==> src/lin_mode_cfg.svh <==
// Timing counts and field encodings for the dual-channel bus transceiver mode control.
// Assumes a 100 MHz clock; included by its bare name.
`ifndef LIN_MODE_CFG_SVH
`define LIN_MODE_CFG_SVH
// Mode field encodings (two bits per channel)
`define LIN_MODE_OFF 2'h0
`define LIN_MODE_WAKE 2'h1
`define LIN_MODE_NORMAL 2'h2
`define LIN_MODE_RXONLY 2'h3
// System mode encodings (three bits)
`define SYS_MODE_NORMAL 3'h0
`define SYS_MODE_STOP 3'h1
`define SYS_MODE_SLEEP 3'h2
`define SYS_MODE_RESTART 3'h3
`define SYS_MODE_FAILSAFE 3'h4
// Clock period in ns and enabling delay in us
`define CLK_PERIOD_NS 10
`define LIN_EN_TIME_US 20
`define LIN_EN_CYCLES ((`LIN_EN_TIME_US * 1000 + `CLK_PERIOD_NS - 1) / `CLK_PERIOD_NS)
`endif

==> src/lin_mode_pkg.sv <==
// Types shared by the transceiver mode control files.
// Assumes lin_mode_cfg.svh supplies the numbers.
package lin_mode_pkg;
  // Per-channel state held by each channel engine
  typedef struct packed {
    logic [1:0] mode;     // Mode in force
    logic [15:0] timer;   // Enabling delay down-counter
    logic armed;          // Enabling delay has elapsed
    logic tx_gate;        // Transmit input accepted onto the bus
    logic woken;          // Wake seen in wake-capable mode
    logic tx_n;           // Registered bus drive, low for dominant
    logic rx;             // Registered receive output
  } chan_state_t;
  // A mode request: strobe plus requested field value
  typedef struct packed {
    logic write;
    logic [1:0] mode;
  } mode_req_t;
endpackage

==> src/lin_chan.sv <==
// One transceiver channel: mode register, enabling delay, drive and receive gating.
// Assumes an active-low reset whose release the top module has already synchronised.
`include "lin_mode_cfg.svh"
module lin_chan #(
  parameter int EN_CYCLES = `LIN_EN_CYCLES
) (
  input wire logic clock,
  input wire logic rst_n,
  input wire logic [2:0] sys_mode,
  input wire lin_mode_pkg::mode_req_t req,
  input wire logic bus_tx_input,
  input wire logic bus_level,
  output logic [1:0] mode,
  output logic drive_n,
  output logic rx_out,
  output logic wake
);
  lin_mode_pkg::chan_state_t state_reg, state_next;
  logic permitted; // Normal or Receive Only allowed in this system mode
  logic rx_active; // Receiver running
  logic enter_normal; // This cycle's write switches the channel into Normal

  // Next-state logic for the whole channel
  always_comb begin
    state_next = state_reg;
    enter_normal = 1'b0;
    permitted = (sys_mode == `SYS_MODE_NORMAL) || (sys_mode == `SYS_MODE_STOP);
    // Accepting a new mode
    if (req.write) begin
      if (req.mode == `LIN_MODE_OFF) begin
        state_next.mode = `LIN_MODE_OFF;
      end else if (req.mode == `LIN_MODE_WAKE) begin
        state_next.mode = `LIN_MODE_WAKE;
      end else if (permitted) begin
        state_next.mode = req.mode;
      end
      // Otherwise the old mode stays in force
      if (state_next.mode != state_reg.mode) begin
        state_next.woken = 1'b0; // Toggling the mode rearms wake
        enter_normal = (state_next.mode == `LIN_MODE_NORMAL);
      end
    end
    // Entering Normal reloads the delay; the countdown must not overwrite the reload
    if (enter_normal) begin
      state_next.timer = 16'(EN_CYCLES);
      state_next.armed = 1'b0;
      state_next.tx_gate = 1'b0;
    end else if (!state_reg.armed && state_reg.mode == `LIN_MODE_NORMAL) begin
      if (state_reg.timer > 16'h0001) begin
        state_next.timer = state_reg.timer - 16'h0001;
      end else begin
        state_next.armed = 1'b1;
      end
    end
    // Gate opens only once the input has been seen recessive after the delay;
    // an armed flag left from an earlier Normal session must not open it
    if (!enter_normal && state_reg.armed && bus_tx_input) begin
      state_next.tx_gate = 1'b1;
    end
    // Wake detection only while wake-capable mode stays in force; leaving it clears the flag
    if (state_reg.mode == `LIN_MODE_WAKE && state_next.mode == `LIN_MODE_WAKE && !bus_level) begin
      state_next.woken = 1'b1;
    end
    // Rearm while the system is in Stop, Sleep or Fail-safe mode and the bus is recessive
    if (sys_mode == `SYS_MODE_STOP || sys_mode == `SYS_MODE_SLEEP || sys_mode == `SYS_MODE_FAILSAFE) begin
      if (state_reg.mode == `LIN_MODE_WAKE && bus_level) begin
        state_next.woken = 1'b0;
      end
    end
    // Bus drive: dominant only in Normal mode after the gate opens
    if (state_reg.mode == `LIN_MODE_NORMAL && state_reg.tx_gate) begin
      state_next.tx_n = bus_tx_input;
    end else begin
      state_next.tx_n = 1'b1;
    end
    rx_active = (state_reg.mode == `LIN_MODE_NORMAL) || (state_reg.mode == `LIN_MODE_RXONLY);
    // Receive output follows the bus while receiving, low after a wake
    if (rx_active) begin
      state_next.rx = bus_level;
    end else if (state_reg.mode == `LIN_MODE_WAKE && state_reg.woken) begin
      state_next.rx = 1'b0;
    end else begin
      state_next.rx = 1'b1;
    end
  end

  // State register; reset puts the channel in Off mode
  always_ff @(posedge clock or negedge rst_n) begin
    if (!rst_n) begin
      state_reg <= '{mode: `LIN_MODE_OFF, timer: 16'h0000, armed: 1'b0, tx_gate: 1'b0,
                     woken: 1'b0, tx_n: 1'b1, rx: 1'b1};
    end else begin
      state_reg <= state_next;
    end
  end

  assign mode = state_reg.mode;
  assign drive_n = state_reg.tx_n;
  assign rx_out = state_reg.rx;
  assign wake = state_reg.woken;
endmodule

==> src/lin_transceiver_mode_control.sv <==
// Top of the two-channel transceiver mode control with reset release.
// Assumes mode writes arrive as one-cycle strobes from the serial register block.
// Contract
// - Each channel has its own mode field
// - Power-up mode is Off, all stopped
// - Off selectable in every system mode
// - Off mode ignores bus wake events
// - Normal only in system Normal/Stop
// - Host write in Normal enables channel
// - Normal mode: low input drives dominant
// - Active receiver shows bus on output
// - Dominant held over delay end suppressed
// - Receive Only: driver off, receive on
// - Receive Only needs system Normal/Stop
// - Value 01 is wake, shown after wake
`include "lin_mode_cfg.svh"
module lin_transceiver_mode_control #(
  parameter int EN_CYCLES = `LIN_EN_CYCLES
) (
  input wire logic clock,
  input wire logic arst_n,
  input wire logic [2:0] sys_mode,
  input wire logic mode_write,
  input wire logic [1:0] chan_a_mode_field_wr,
  input wire logic [1:0] chan_b_mode_field_wr,
  input wire logic [1:0] bus_tx_input,
  input wire logic [1:0] bus_level,
  output logic [1:0] chan_a_mode_field,
  output logic [1:0] chan_b_mode_field,
  output logic [1:0] bus_drive_n,
  output logic [1:0] rx_out,
  output logic [1:0] wake
);
  logic [1:0] sync_reg; // Reset release pipeline
  logic rst_n; // Released reset
  lin_mode_pkg::mode_req_t req [2]; // Per-channel requests
  logic [1:0] mode_out [2]; // Per-channel modes

  // Release reset through two flip-flops
  always_ff @(posedge clock or negedge arst_n) begin
    if (!arst_n) begin
      sync_reg <= 2'h0;
    end else begin
      sync_reg <= {sync_reg[0], 1'b1};
    end
  end
  assign rst_n = sync_reg[1];

  assign req[0] = '{write: mode_write, mode: chan_a_mode_field_wr};
  assign req[1] = '{write: mode_write, mode: chan_b_mode_field_wr};

  // Two independent channels
  for (genvar i = 0; i < 2; i++) begin : g_chan
    lin_chan #(.EN_CYCLES(EN_CYCLES)) u_chan (
      .clock(clock),
      .rst_n(rst_n),
      .sys_mode(sys_mode),
      .req(req[i]),
      .bus_tx_input(bus_tx_input[i]),
      .bus_level(bus_level[i]),
      .mode(mode_out[i]),
      .drive_n(bus_drive_n[i]),
      .rx_out(rx_out[i]),
      .wake(wake[i])
    );
  end
  assign chan_a_mode_field = mode_out[0];
  assign chan_b_mode_field = mode_out[1];
endmodule

==> config.mk <==
export PLATFORM = sky130hd
export DESIGN_NAME = lin_transceiver_mode_control
export DESIGN_NICKNAME = d
export VERILOG_FILES = /design/src/lin_mode_pkg.sv /design/src/lin_chan.sv /design/src/lin_transceiver_mode_control.sv
export VERILOG_INCLUDE_DIRS = /design/src
export SDC_FILE = /design/constraint.sdc
export NUM_CORES = 1
export LEC_CHECK = 0
export ABC_AREA = 1
export BUFFER_PORTS_ARGS = -buffer_cell sky130_fd_sc_hd__buf_2
export CAP_MARGIN = 20
export CORE_MARGIN = 1
export CORE_UTILIZATION = 45
export DETAILED_ROUTE_END_ITERATION = 10
export RECOVER_POWER = 50
export SLEW_MARGIN = 20
export SYNTH_ARGS = -nofsm -noshare
export SYNTH_HDL_FRONTEND = slang
export SYNTH_SLANG_ARGS = --single-unit
==> constraint.sdc <==
create_clock -name clock -period 1.4 [get_ports clock]
set_input_delay 0.35 -clock clock [delete_from_list [all_inputs] [get_ports clock]]
set_output_delay 0.35 -clock clock [all_outputs]
set_load 0.03 [all_outputs]
Word level (Yosys, flattened, before mapping)
Cells that the tools add are included.
W data, S select, Z words.
{"block": "totals", "reg_bits": 48, "inputBits": 14, "out_inout_bits": 10, "elab_cells": 120}
{"block": "classes", "add_sub_neg": 2, "magnitude_cmp": 2, "eq_ne": 19, "n_mux": 42, "n_reduce_logical": 40}
{"cell": "$mux W17", "count": 4}
{"cell": "$gt A16 B1 Y1 const B", "count": 2}
{"cell": "$mux W16", "count": 2}
{"cell": "$sub A16 B1 Y16 const B", "count": 2}
{"cell": "$mux W1", "count": 26}
{"cell": "$mux W2", "count": 10}
{"cell": "$logic_and A1 B1 Y1", "count": 16}
{"cell": "$eq A2 B1 Y1 const B", "count": 6}
{"cell": "$eq A2 B2 Y1 const B", "count": 6}
{"cell": "$reduce_bool A2 Y1", "count": 6}
{"cell": "$reduce_and A2 Y1", "count": 4}
{"cell": "$logic_not A1 Y1", "count": 6}
{"cell": "$logic_or A1 B1 Y1", "count": 5}
{"cell": "$logic_not A2 Y1", "count": 2}
{"cell": "$ne A2 B1 Y1 const B", "count": 2}
{"cell": "$ne A2 B2 Y1", "count": 2}
{"cell": "$eq A3 B1 Y1 const B", "count": 1}
{"cell": "$eq A3 B2 Y1 const B", "count": 1}
{"cell": "$eq A3 B3 Y1 const B", "count": 1}
{"cell": "$logic_not A3 Y1", "count": 1}

Depth between registers and ports, before layout
Gate-level depths: netlist of run 1.
{"block": "depth", "ltp_word": 13, "ltp_mapped": 11, "ltp_nobuf": 11}

Cells and area by module
From an unflattened synthesis of run 1, not the netlist that was laid out.
{"block": "unflattened", "hier_cells": 399, "hier_area_um2": 3059.2}
{"module": "lin_chan (g_chan[1].u_chan)", "n_inst": 1, "cells_each": 202, "area_each_um2": 1560.2, "seq_area_each_um2": 578.1}
{"module": "lin_chan (g_chan[0].u_chan)", "n_inst": 1, "cells_each": 194, "area_each_um2": 1445.1, "seq_area_each_um2": 578.1}
{"module": "lin_transceiver_mode_control", "n_inst": 1, "cells_each": 3, "area_each_um2": 53.8, "seq_area_each_um2": 50.0}

Worst setup path after synthesis of run 1
OpenSTA, ideal clock, no wires.
{"block": "synth_path", "path_kind": "reg-to-reg", "from": "register g_chan[1].u_chan.state_reg[5] in the netlist's numbering", "to": "register g_chan[1].u_chan.state_reg[11] in the netlist's numbering", "setup_ps": 117, "t_arrival_ps": 1400, "t_required_ps": 1283, "slack_ps": -117, "stages_incl_launch_ff": 10, "path_buffers": 0, "period_less_slack_ps": 1517, "path_cell_list": "dfrtp_1 -> inv_1 -> ha_1 -> inv_1 -> a21oi_1 -> nand2_1 -> nand2_4 -> nand2_1 -> nand2_1 -> nand2_1"}
{"block": "synth_between", "elab_chain_len": 4, "elab_cells_between_ends": 7, "classes_between": "add/sub (1); order compare (1); mux (3); reduce/logical (2)"}
{"element": "start, declared", "line_no": "lin_chan.sv:18", "rtl": "lin_mode_pkg::chan_state_t state_reg, state_next;"}
{"element": "start signal, assigned", "line_no": "lin_chan.sv:90", "rtl": "state_reg <= '{mode: `LIN_MODE_OFF, timer: 16'h0000, armed: 1'b0, tx_gate: 1'b0,"}
{"element": "start signal, assigned", "line_no": "lin_chan.sv:93", "rtl": "state_reg <= state_next;"}
{"element": "$sub A16 B1 Y16", "line_no": "lin_chan.sv:50", "rtl": "state_next.timer = state_reg.timer - 16'h0001;"}
{"element": "$mux W16", "line_no": "lin_chan.sv:49", "rtl": "if (state_reg.timer > 16'h0001) begin"}
{"element": "$mux W17", "line_no": "lin_chan.sv:48", "rtl": "end else if (!state_reg.armed && state_reg.mode == `LIN_MODE_NORMAL) begin"}
{"element": "$mux W17", "line_no": "lin_chan.sv:44", "rtl": "if (enter_normal) begin"}
Parallel ways exist; a longest one is shown, timed or not. The select of a mux whose other input is x is not followed.
A chain may end at the register's enable or synchronous reset.

Worst setup path in the final report of run 1
{"block": "layout_path", "from": "register g_chan[0].u_chan.state_reg[5] in the netlist's numbering", "to": "register g_chan[0].u_chan.state_reg[17] in the netlist's numbering"}
{"block": "layout_between", "elab_chain_len": 4, "elab_cells_between_ends": 7, "classes_between": "add/sub (1); order compare (1); mux (3); reduce/logical (2)"}
{"element": "start, declared", "line_no": "lin_chan.sv:18"}
{"element": "start signal, assigned", "line_no": "lin_chan.sv:90"}
{"element": "start signal, assigned", "line_no": "lin_chan.sv:93"}
{"element": "$sub A16 B1 Y16", "line_no": "lin_chan.sv:50"}
{"element": "$mux W16", "line_no": "lin_chan.sv:49"}
{"element": "$mux W17", "line_no": "lin_chan.sv:48"}
{"element": "$mux W17", "line_no": "lin_chan.sv:44"}
Parallel ways exist; a longest one is shown, timed or not. The select of a mux whose other input is x is not followed.

==> results of run 1 <==
## timing repair
item / CTS / global route
pin swaps: 33 / 14
endpoints found under the setup margin: 33 / 35
resized for setup: 53 / 38
gates cloned: 2 / 2
setup buffers: 5 / 7
endpoints found under the hold margin: 2 / 0
hold buffers: 1 / 0
## area by class of cell
| class | count | area, um^2 |
|---|---|---|
| Fill cell | 606 | 2369 |
| Clock inverter | 2 | 12.51 |
| Sequential cell | 48 | 1209 |
| Inverter | 50 | 196.4 |
| Multi-Input combinational cell | 345 | 1961 |
| Timing Repair Buffer | 110 | 854.6 |
| Tap cell | 96 | 120.1 |
| Clock buffer | 6 | 72.57 |
## cells by family after synthesis
kind of cell,Yosys count
AND/OR/NAND/NOR,306
buffers and inverters,69
flip-flops,48
AO/OA/AOI/OAI,18
XOR/XNOR,13
adder cells (fa/ha/maj),4
other,1
multiplexers,1
## metrics by stage
step / instances / util (%) / TNS [ns] / total power, mW / hold WS, ns
2_1_floorplan: 460 / - / 0 / 4.543 / 0.05441
3_3_place_gp: 632 / 57.22 / -2.049 / 5.924 / 0.1352
3_5_place_dp: 632 / 57.22 / -3.377 / 5.983 / 0.1360
4_1_cts: 648 / 62.32 / -0.6787 / 7.260 / 0.1952
5_1_grt: 657 / 65.14 / -3.597 / 8.179 / 0.2767
6_report: 657 / 65.14 / -1.267 / 7.546 / 0.2430
## metal layers
| layer | part of all wire (%) | GRT usage, % | wire length [um] | up-vias |
|---|---|---|---|---|
| met5 | 0 | 0 | 0 | - |
| met4 | 1.9 | 8.030 | 153 | 0 |
| met3 | 2.4 | 3.754 | 195 | 15 |
| met2 | 52 | 40.98 | 4144 | 48 |
| met1 | 44 | 26.85 | 3513 | 1523 |
| li1 | - | - | - | 1642 |
## report_power, final
part | total [mW] | leakage [nW] | switching, mW | internal [mW]
clock network | 0.828 | 0.0412 | 0.478 | 0.350
registers | 2.18 | 0.610 | 0.388 | 1.80
logic | 4.54 | 1.68 | 2.41 | 2.12
total | 7.55 | 2.33 | 3.28 | 4.27
## worst max path at each step
stage | startpoint | endpoint
6_report | g_chan[0].u_chan.state_reg[5]$_DFFE_PN0P_ | g_chan[0].u_chan.state_reg[17]$_DFFE_PN0P_
5_1_grt | g_chan[0].u_chan.state_reg[9]$_DFFE_PN0P_ | g_chan[0].u_chan.state_reg[17]$_DFFE_PN0P_
4_1_cts | g_chan[0].u_chan.state_reg[6]$_DFFE_PN0P_ | g_chan[0].u_chan.state_reg[8]$_DFFE_PN0P_
3_5_place_dp | sys_mode[2] | g_chan[1].u_chan.state_reg[5]$_DFFE_PN0P_
3_3_place_gp | sys_mode[2] | g_chan[0].u_chan.state_reg[11]$_DFFE_PN0P_
2_1_floorplan | g_chan[0].u_chan.state_reg[5]$_DFFE_PN0P_ | g_chan[0].u_chan.state_reg[19]$_DFFE_PN0P_
## critical path: stages, from the launching register on
cell,delay [ns]
dfrtp_1,0.40
inv_2,0.07
ha_4,0.17
nand2_4,0.12
a21oi_4,0.08
buf_4,0.16
a21oi_4,0.23
nand3b_1,0.11
nand2_1,0.07
## cells in the final DEF (no fill, tap or decap), types with 4 or more instances in the layout
cell,n
inv_1,39
o21ai_1,4
buf_2,21
buf_4,72
nand3b_1,18
a21oi_1,6
nor2_1,36
nand3_1,45
nand2_2,12
nor2_2,16
xnor2_1,7
dfrtp_1,42
xor2_1,6
dfstp_2,4
nor2_4,7
buf_6,9
inv_2,9
nand2_4,4
clkbuf_8,5
nand3_2,19
nand2_1,145
==> summary.md, run 1 <==
| Metric | Value |
|---|---|
| Row count | 30 |
| Ys async rst share | 100.0% |
| Final setup vio count | 30 |
| Reg2Reg Launch Point | g_chan[0].u_chan.state_reg[5]$_DFFE_PN0P_ |
| Peak VDD IR | 0.9766 mV |
| CTS buffer count | 5 |
| Design Area, Final | roughly 4400 um^2 |
| 1st-iter DRT viols | around 110 |
| Largest family of logic cells by synthesized area | simple AND/OR/NAND/NOR gates |
| Fraction of layout cells with a size suffix above 1 | roughly 36% |
| Slew margin rel. | between 60 and 70% |
| Flops & latches, synth | between 40 and 50 |
| RSZ-0062 raised after global routing | yes |
| Outcome | finished with violations |
| Initial antenna violation count | 0 |
| Final Hold Fails | 0 |
| Complex-gate fraction of the synthesized area | between 3 and 4% |
| Setup ws final | -0.07737 ns |
| Top post-synthesis cells by area | dfrtp_1, nand2_1, nand3_1 |
| Synth Area per Inst | 6.882 um^2 |
| Worst Path Required | ~1.6 ns |
| N_diodes | 0 |
| Post-synthesis mux area share | less than 1% |
| Die ar. | ~7400 um^2 |
| Worst setup EP type | register |
| Sequential fraction of the synthesis area | between 30% and 40% |
| Vias per cell | 4.913 |
| Remaining antenna violation count after routing | 0 |
| DIE HEIGHT | around 86 um |
| Starting Density | 46.59% |
| EDFF count, synth | 0 |
| Core ar. | 6794 um^2 |
| Pwr Density | between 1500 and 2000 nW/um^2 |
| GRT Residual Overflow | 0 |
| CTS tree | done |
| Ports | 24 |
| Reg2reg setup slack | -0.08 ns |
| Pre-CTS WS | -0.1465 ns |
| Routability cong. | between 0.8 and 0.9 |
| Final Max Tran Viols | 0 |
| Synth Cell Area | 3166 um^2 |
| Clk_skew | approximately 0.0094 ns |
| Crit path time final | between 1 and 1.5 ns |
| Layout Nets | 578 |
| Worst R2R End | g_chan[0].u_chan.state_reg[17]$_DFFE_PN0P_ |
| Area delta synth->final | 39.80% |
| Drt total wl | 8006 um |
| Port bufs | 23 |
| Failing checks | negative setup slack |
| Worst skew pair latency | around 0.31 ns |
| Synth Area in XOR/XNOR | between 3 and 4% |
| Crit Path Class | register to register |
| Slew @ Worst Pin | 0.5828 ns |
| Post-Syn Instances | 460 |
| Top cell type's share of synthesized area | 34.78% |
| Detailed Routing Iterations Pass 1 | 4 |
| Number of global-route vias before repair | roughly 3100 |
| Largest net degree at the start of global routing | 34 |
| DP HPWL | around 5500 um |
| Num Clock Sinks | 48 |
| First-pass GRT wire length | 13280 um |
| DRC violations left | 0 |
| Clock buffer depth | 2 |
| Register-to-Register Path Depth | 8 |
| Synth Area in Adders | 1.581% |
| Tcrit/Tclk final | 105.5% |
| LEAKAGE | about 2.3 nW |
| Area leader, netlist | dfrtp_1 |
| Most frequent cell after synthesis | nand2_1 |
| Max Fclk | 676.9 MHz |
| Root buf cell | clkbuf_8 |
| Max reg flops | 36 |
| CTS H-tree lvls | 2 |
| Simple-gate share of the synthesized area | between 40% and 50% |
| Crit path DAT | about 1.7 ns |
| CP Launch Type | register |
| Commonest cells in the netlist | nand2_1, nand3_1, nor2_1 |
| HP Class | register to async pin |
| Yosys warns | 0 |
| Top_reg_cell synth | dfrtp_1 |
| Placed Area | 3887 um^2 |
| DR vias | between 3000 and 4000 |
| Synthesized Nets | 478 |
| Count of cell types in the netlist | 28 |
| Max-cap violation count | 0 |
| WL per Instance | approximately 12 um |
| Clock Pin Slew Worst Setup and Hold Paths | 0.09 ns |
| Die width | about 86 um |
| Global Route Usage Sum | a little under a quarter |
| Crit-path max FO | 5 |
(Power assumes the default switching activity.)
==> inputs of run 2 (changes only) <==
--- a/config.mk
+++ b/config.mk
@@ -10,8 +10,9 @@
 export BUFFER_PORTS_ARGS = -buffer_cell sky130_fd_sc_hd__buf_2
 export CAP_MARGIN = 20
 export CORE_MARGIN = 1
-export CORE_UTILIZATION = 45
+export CORE_UTILIZATION = 55
 export DETAILED_ROUTE_END_ITERATION = 10
+export PLACE_DENSITY = 0.77
 export RECOVER_POWER = 50
 export SLEW_MARGIN = 20
 export SYNTH_ARGS = -nofsm -noshare
==> summary.md, run 2 (synthesis gave the netlist of run 1 again) <==
| Metric | Value |
|---|---|
| Die width | approximately 80 um |
| First-pass GRT wire length | 13360 um |
| DP HPWL | roughly 5200 um |
| Worst Path Required | roughly 1.7 ns |
| Final Max Tran Viols | 0 |
| Crit Path Class | register to register |
| Max-cap violation count | 0 |
| Final setup vio count | 33 |
| Largest net degree at the start of global routing | 43 |
| DR top layer | met4 |
| Pwr Density | slightly below 2000 nW/um^2 |
| Row count | 27 |
| CP Launch Type | register |
| Slew margin rel. | 60.16% |
| Slew @ Worst Pin | 0.5976 ns |
| Core ar. | around 5500 um^2 |
| CTS H-tree lvls | 2 |
| Crit path DAT | ~1.8 ns |
| Drt total wl | slightly below 10000 um |
| Tcrit/Tclk final | 112.8% |
| Layout Utilization | 80.04% |
| Worst setup EP type | register |
| HP Class | register to async pin |
| Register-to-Register Path Depth | 8 |
| Max Fclk | 633.2 MHz |
| Most frequent cells in the layout | nand2_1, buf_4, nand3_1 |
| Number of global-route vias before repair | approximately 3100 |
| Root buf cell | clkbuf_8 |
| 1st-iter DRT viols | around 320 |
| Clock Pin Slew Worst Setup and Hold Paths | ~0.1 ns |
| Met2 Wirelength | 5205 um |
| Clock power frac | between 10 and 15% |
| Setup TNS | -3.128 ns |
| Die ar. | 6063 um^2 |
| Global Route Usage Sum | 27.97% |
| Num Clock Sinks | between 40 and 50 |
| Switching Share | between 40% and 50% |
| Max reg flops | 36 |
| Fraction of layout cells with a size suffix above 1 | between 30% and 40% |
| Gate power share | 61.6% |
| Vias per cell | 5.624 |
| N_diodes | 0 |
| LEAKAGE | roughly 2.3 nW |
| Setup ws final | -0.1793 ns |
| Commonest non-fill, non-tap cell in the layout | nand2_1 |
| Clock buffer depth | 2 |
| Pint | about 4.7 mW |
| DR vias | ~3500 |
| Crit-path max FO | 6 |
| WL per Instance | about 16 um |
| Port bufs | 23 |
| CTS tree | done |
| Routability cong. | roughly 0.93 |
| DRC violations left | 0 |
| Layout Nets | 564 |
| Ports | 24 |
| WL met1 | between 3000 and 4000 um |
| Area delta synth->final | 40.08% |
| Outcome | finished with violations |
| Detailed Routing Iterations Pass 1 | 7 |
| P_sw | a little under 4 mW |
| Sequential share of power | between 20% and 30% |
| Reg2reg setup slack | -0.18 ns |
| GRT Residual Overflow | 0 |
| Peak VDD IR | between 1 and 1.5 mV |
| Final Hold Fails | 0 |
| Starting Density | ~57% |
| Routed length on met3 | ~550 um |
| CTS buffer count | 5 |
| Worst skew pair latency | between 0.3 and 0.4 ns |
| DIE HEIGHT | 77.87 um |
| Failing checks | negative setup slack |
| Remaining antenna violation count after routing | 0 |
| RSZ-0062 raised after global routing | yes |
| Initial antenna violation count | 0 |
| Crit path time final | about 1.6 ns |
| Clk_skew | 0.01127 ns |
==> run 2: worst paths after layout <==
check,from,to
worst max-delay path,g_chan[1].u_chan.state_reg[10]$_DFFE_PN0P_,g_chan[1].u_chan.state_reg[11]$_DFFE_PN0P_
worst min-delay path,sync_reg[1]$_DFF_PN0_,g_chan[0].u_chan.mode[0]$_DFF_PN0_
worst max register to register,g_chan[1].u_chan.state_reg[10]$_DFFE_PN0P_,g_chan[1].u_chan.state_reg[11]$_DFFE_PN0P_
worst min register to register,sync_reg[1]$_DFF_PN0_,g_chan[0].u_chan.mode[0]$_DFF_PN0_
max in group asynchronous,sync_reg[1]$_DFF_PN0_,g_chan[1].u_chan.mode[0]$_DFF_PN0_
min in group clock,bus_tx_input[0],g_chan[0].u_chan.drive_n$_DFF_PN1_
==> run 2: critical path: stages (launching register included) <==
cell	delay, ns
dfrtp_1	0.43
nor2_2	0.19
nand2_2	0.15
a21oi_4	0.19
nand2_4	0.10
nand2_8	0.15
buf_6	0.14
nand3_2	0.09
nand2_2	0.07
==> run 2: area by class of cell <==
cell class | count | area, um^2
clock buffer | 6 | 72.57
clock inverter | 2 | 35.03
fill | 331 | 1106
inverter | 50 | 200.2
multi-input combinational | 344 | 2043
sequential | 48 | 1212
tap | 72 | 90.09
timing repair buffer | 97 | 780.7
==> run 2: through the flow <==
stage / cell area [um^2] / cells / hold WS [ns] / setup slack [ns] / total power, mW
2_1_floorplan: 3199 / 460 / 0.05441 / 0.01159 / 4.543
3_3_place_gp: 3725 / 592 / 0.07753 / -0.08111 / 5.689
3_5_place_dp: 3725 / 592 / 0.07656 / -0.1245 / 5.808
4_1_cts: 4033 / 611 / 0.08802 / -0.02591 / 7.282
5_1_grt: 4434 / 619 / 0.07941 / -0.2748 / 9.041
6_report: 4434 / 619 / 0.06703 / -0.1793 / 8.543
==> run 2: what timing repair did <==
| action | in CTS | in global routing |
|---|---|---|
| hold buffers | 1 | 0 |
| cloned | 1 | 0 |
| endpoints found under the setup margin | 34 | 37 |
| gates resized for setup | 35 | 100 |
| pin swaps | 22 | 37 |
| endpoints found under the hold margin | 2 | 0 |
| setup buffers | 9 | 8 |
==> run 2: power by group through the flow <==
stage / registers (mW) / logic [mW] / clock network [mW]
floorplan: 2.17 / 2.38 / 0
global placement: 2.15 / 3.54 / 0
detailed placement: 2.17 / 3.64 / 0
CTS: 2.16 / 4.10 / 1.03
global route: 2.28 / 5.66 / 1.10
finish: 2.24 / 5.26 / 1.04
==> run 2: layer usage <==
layer	vias up	GRT usage, %
li1	1609	-
met1	1667	32.86
met2	157	49.38
met3	48	3.882
met4	0	14.53
met5	-	0
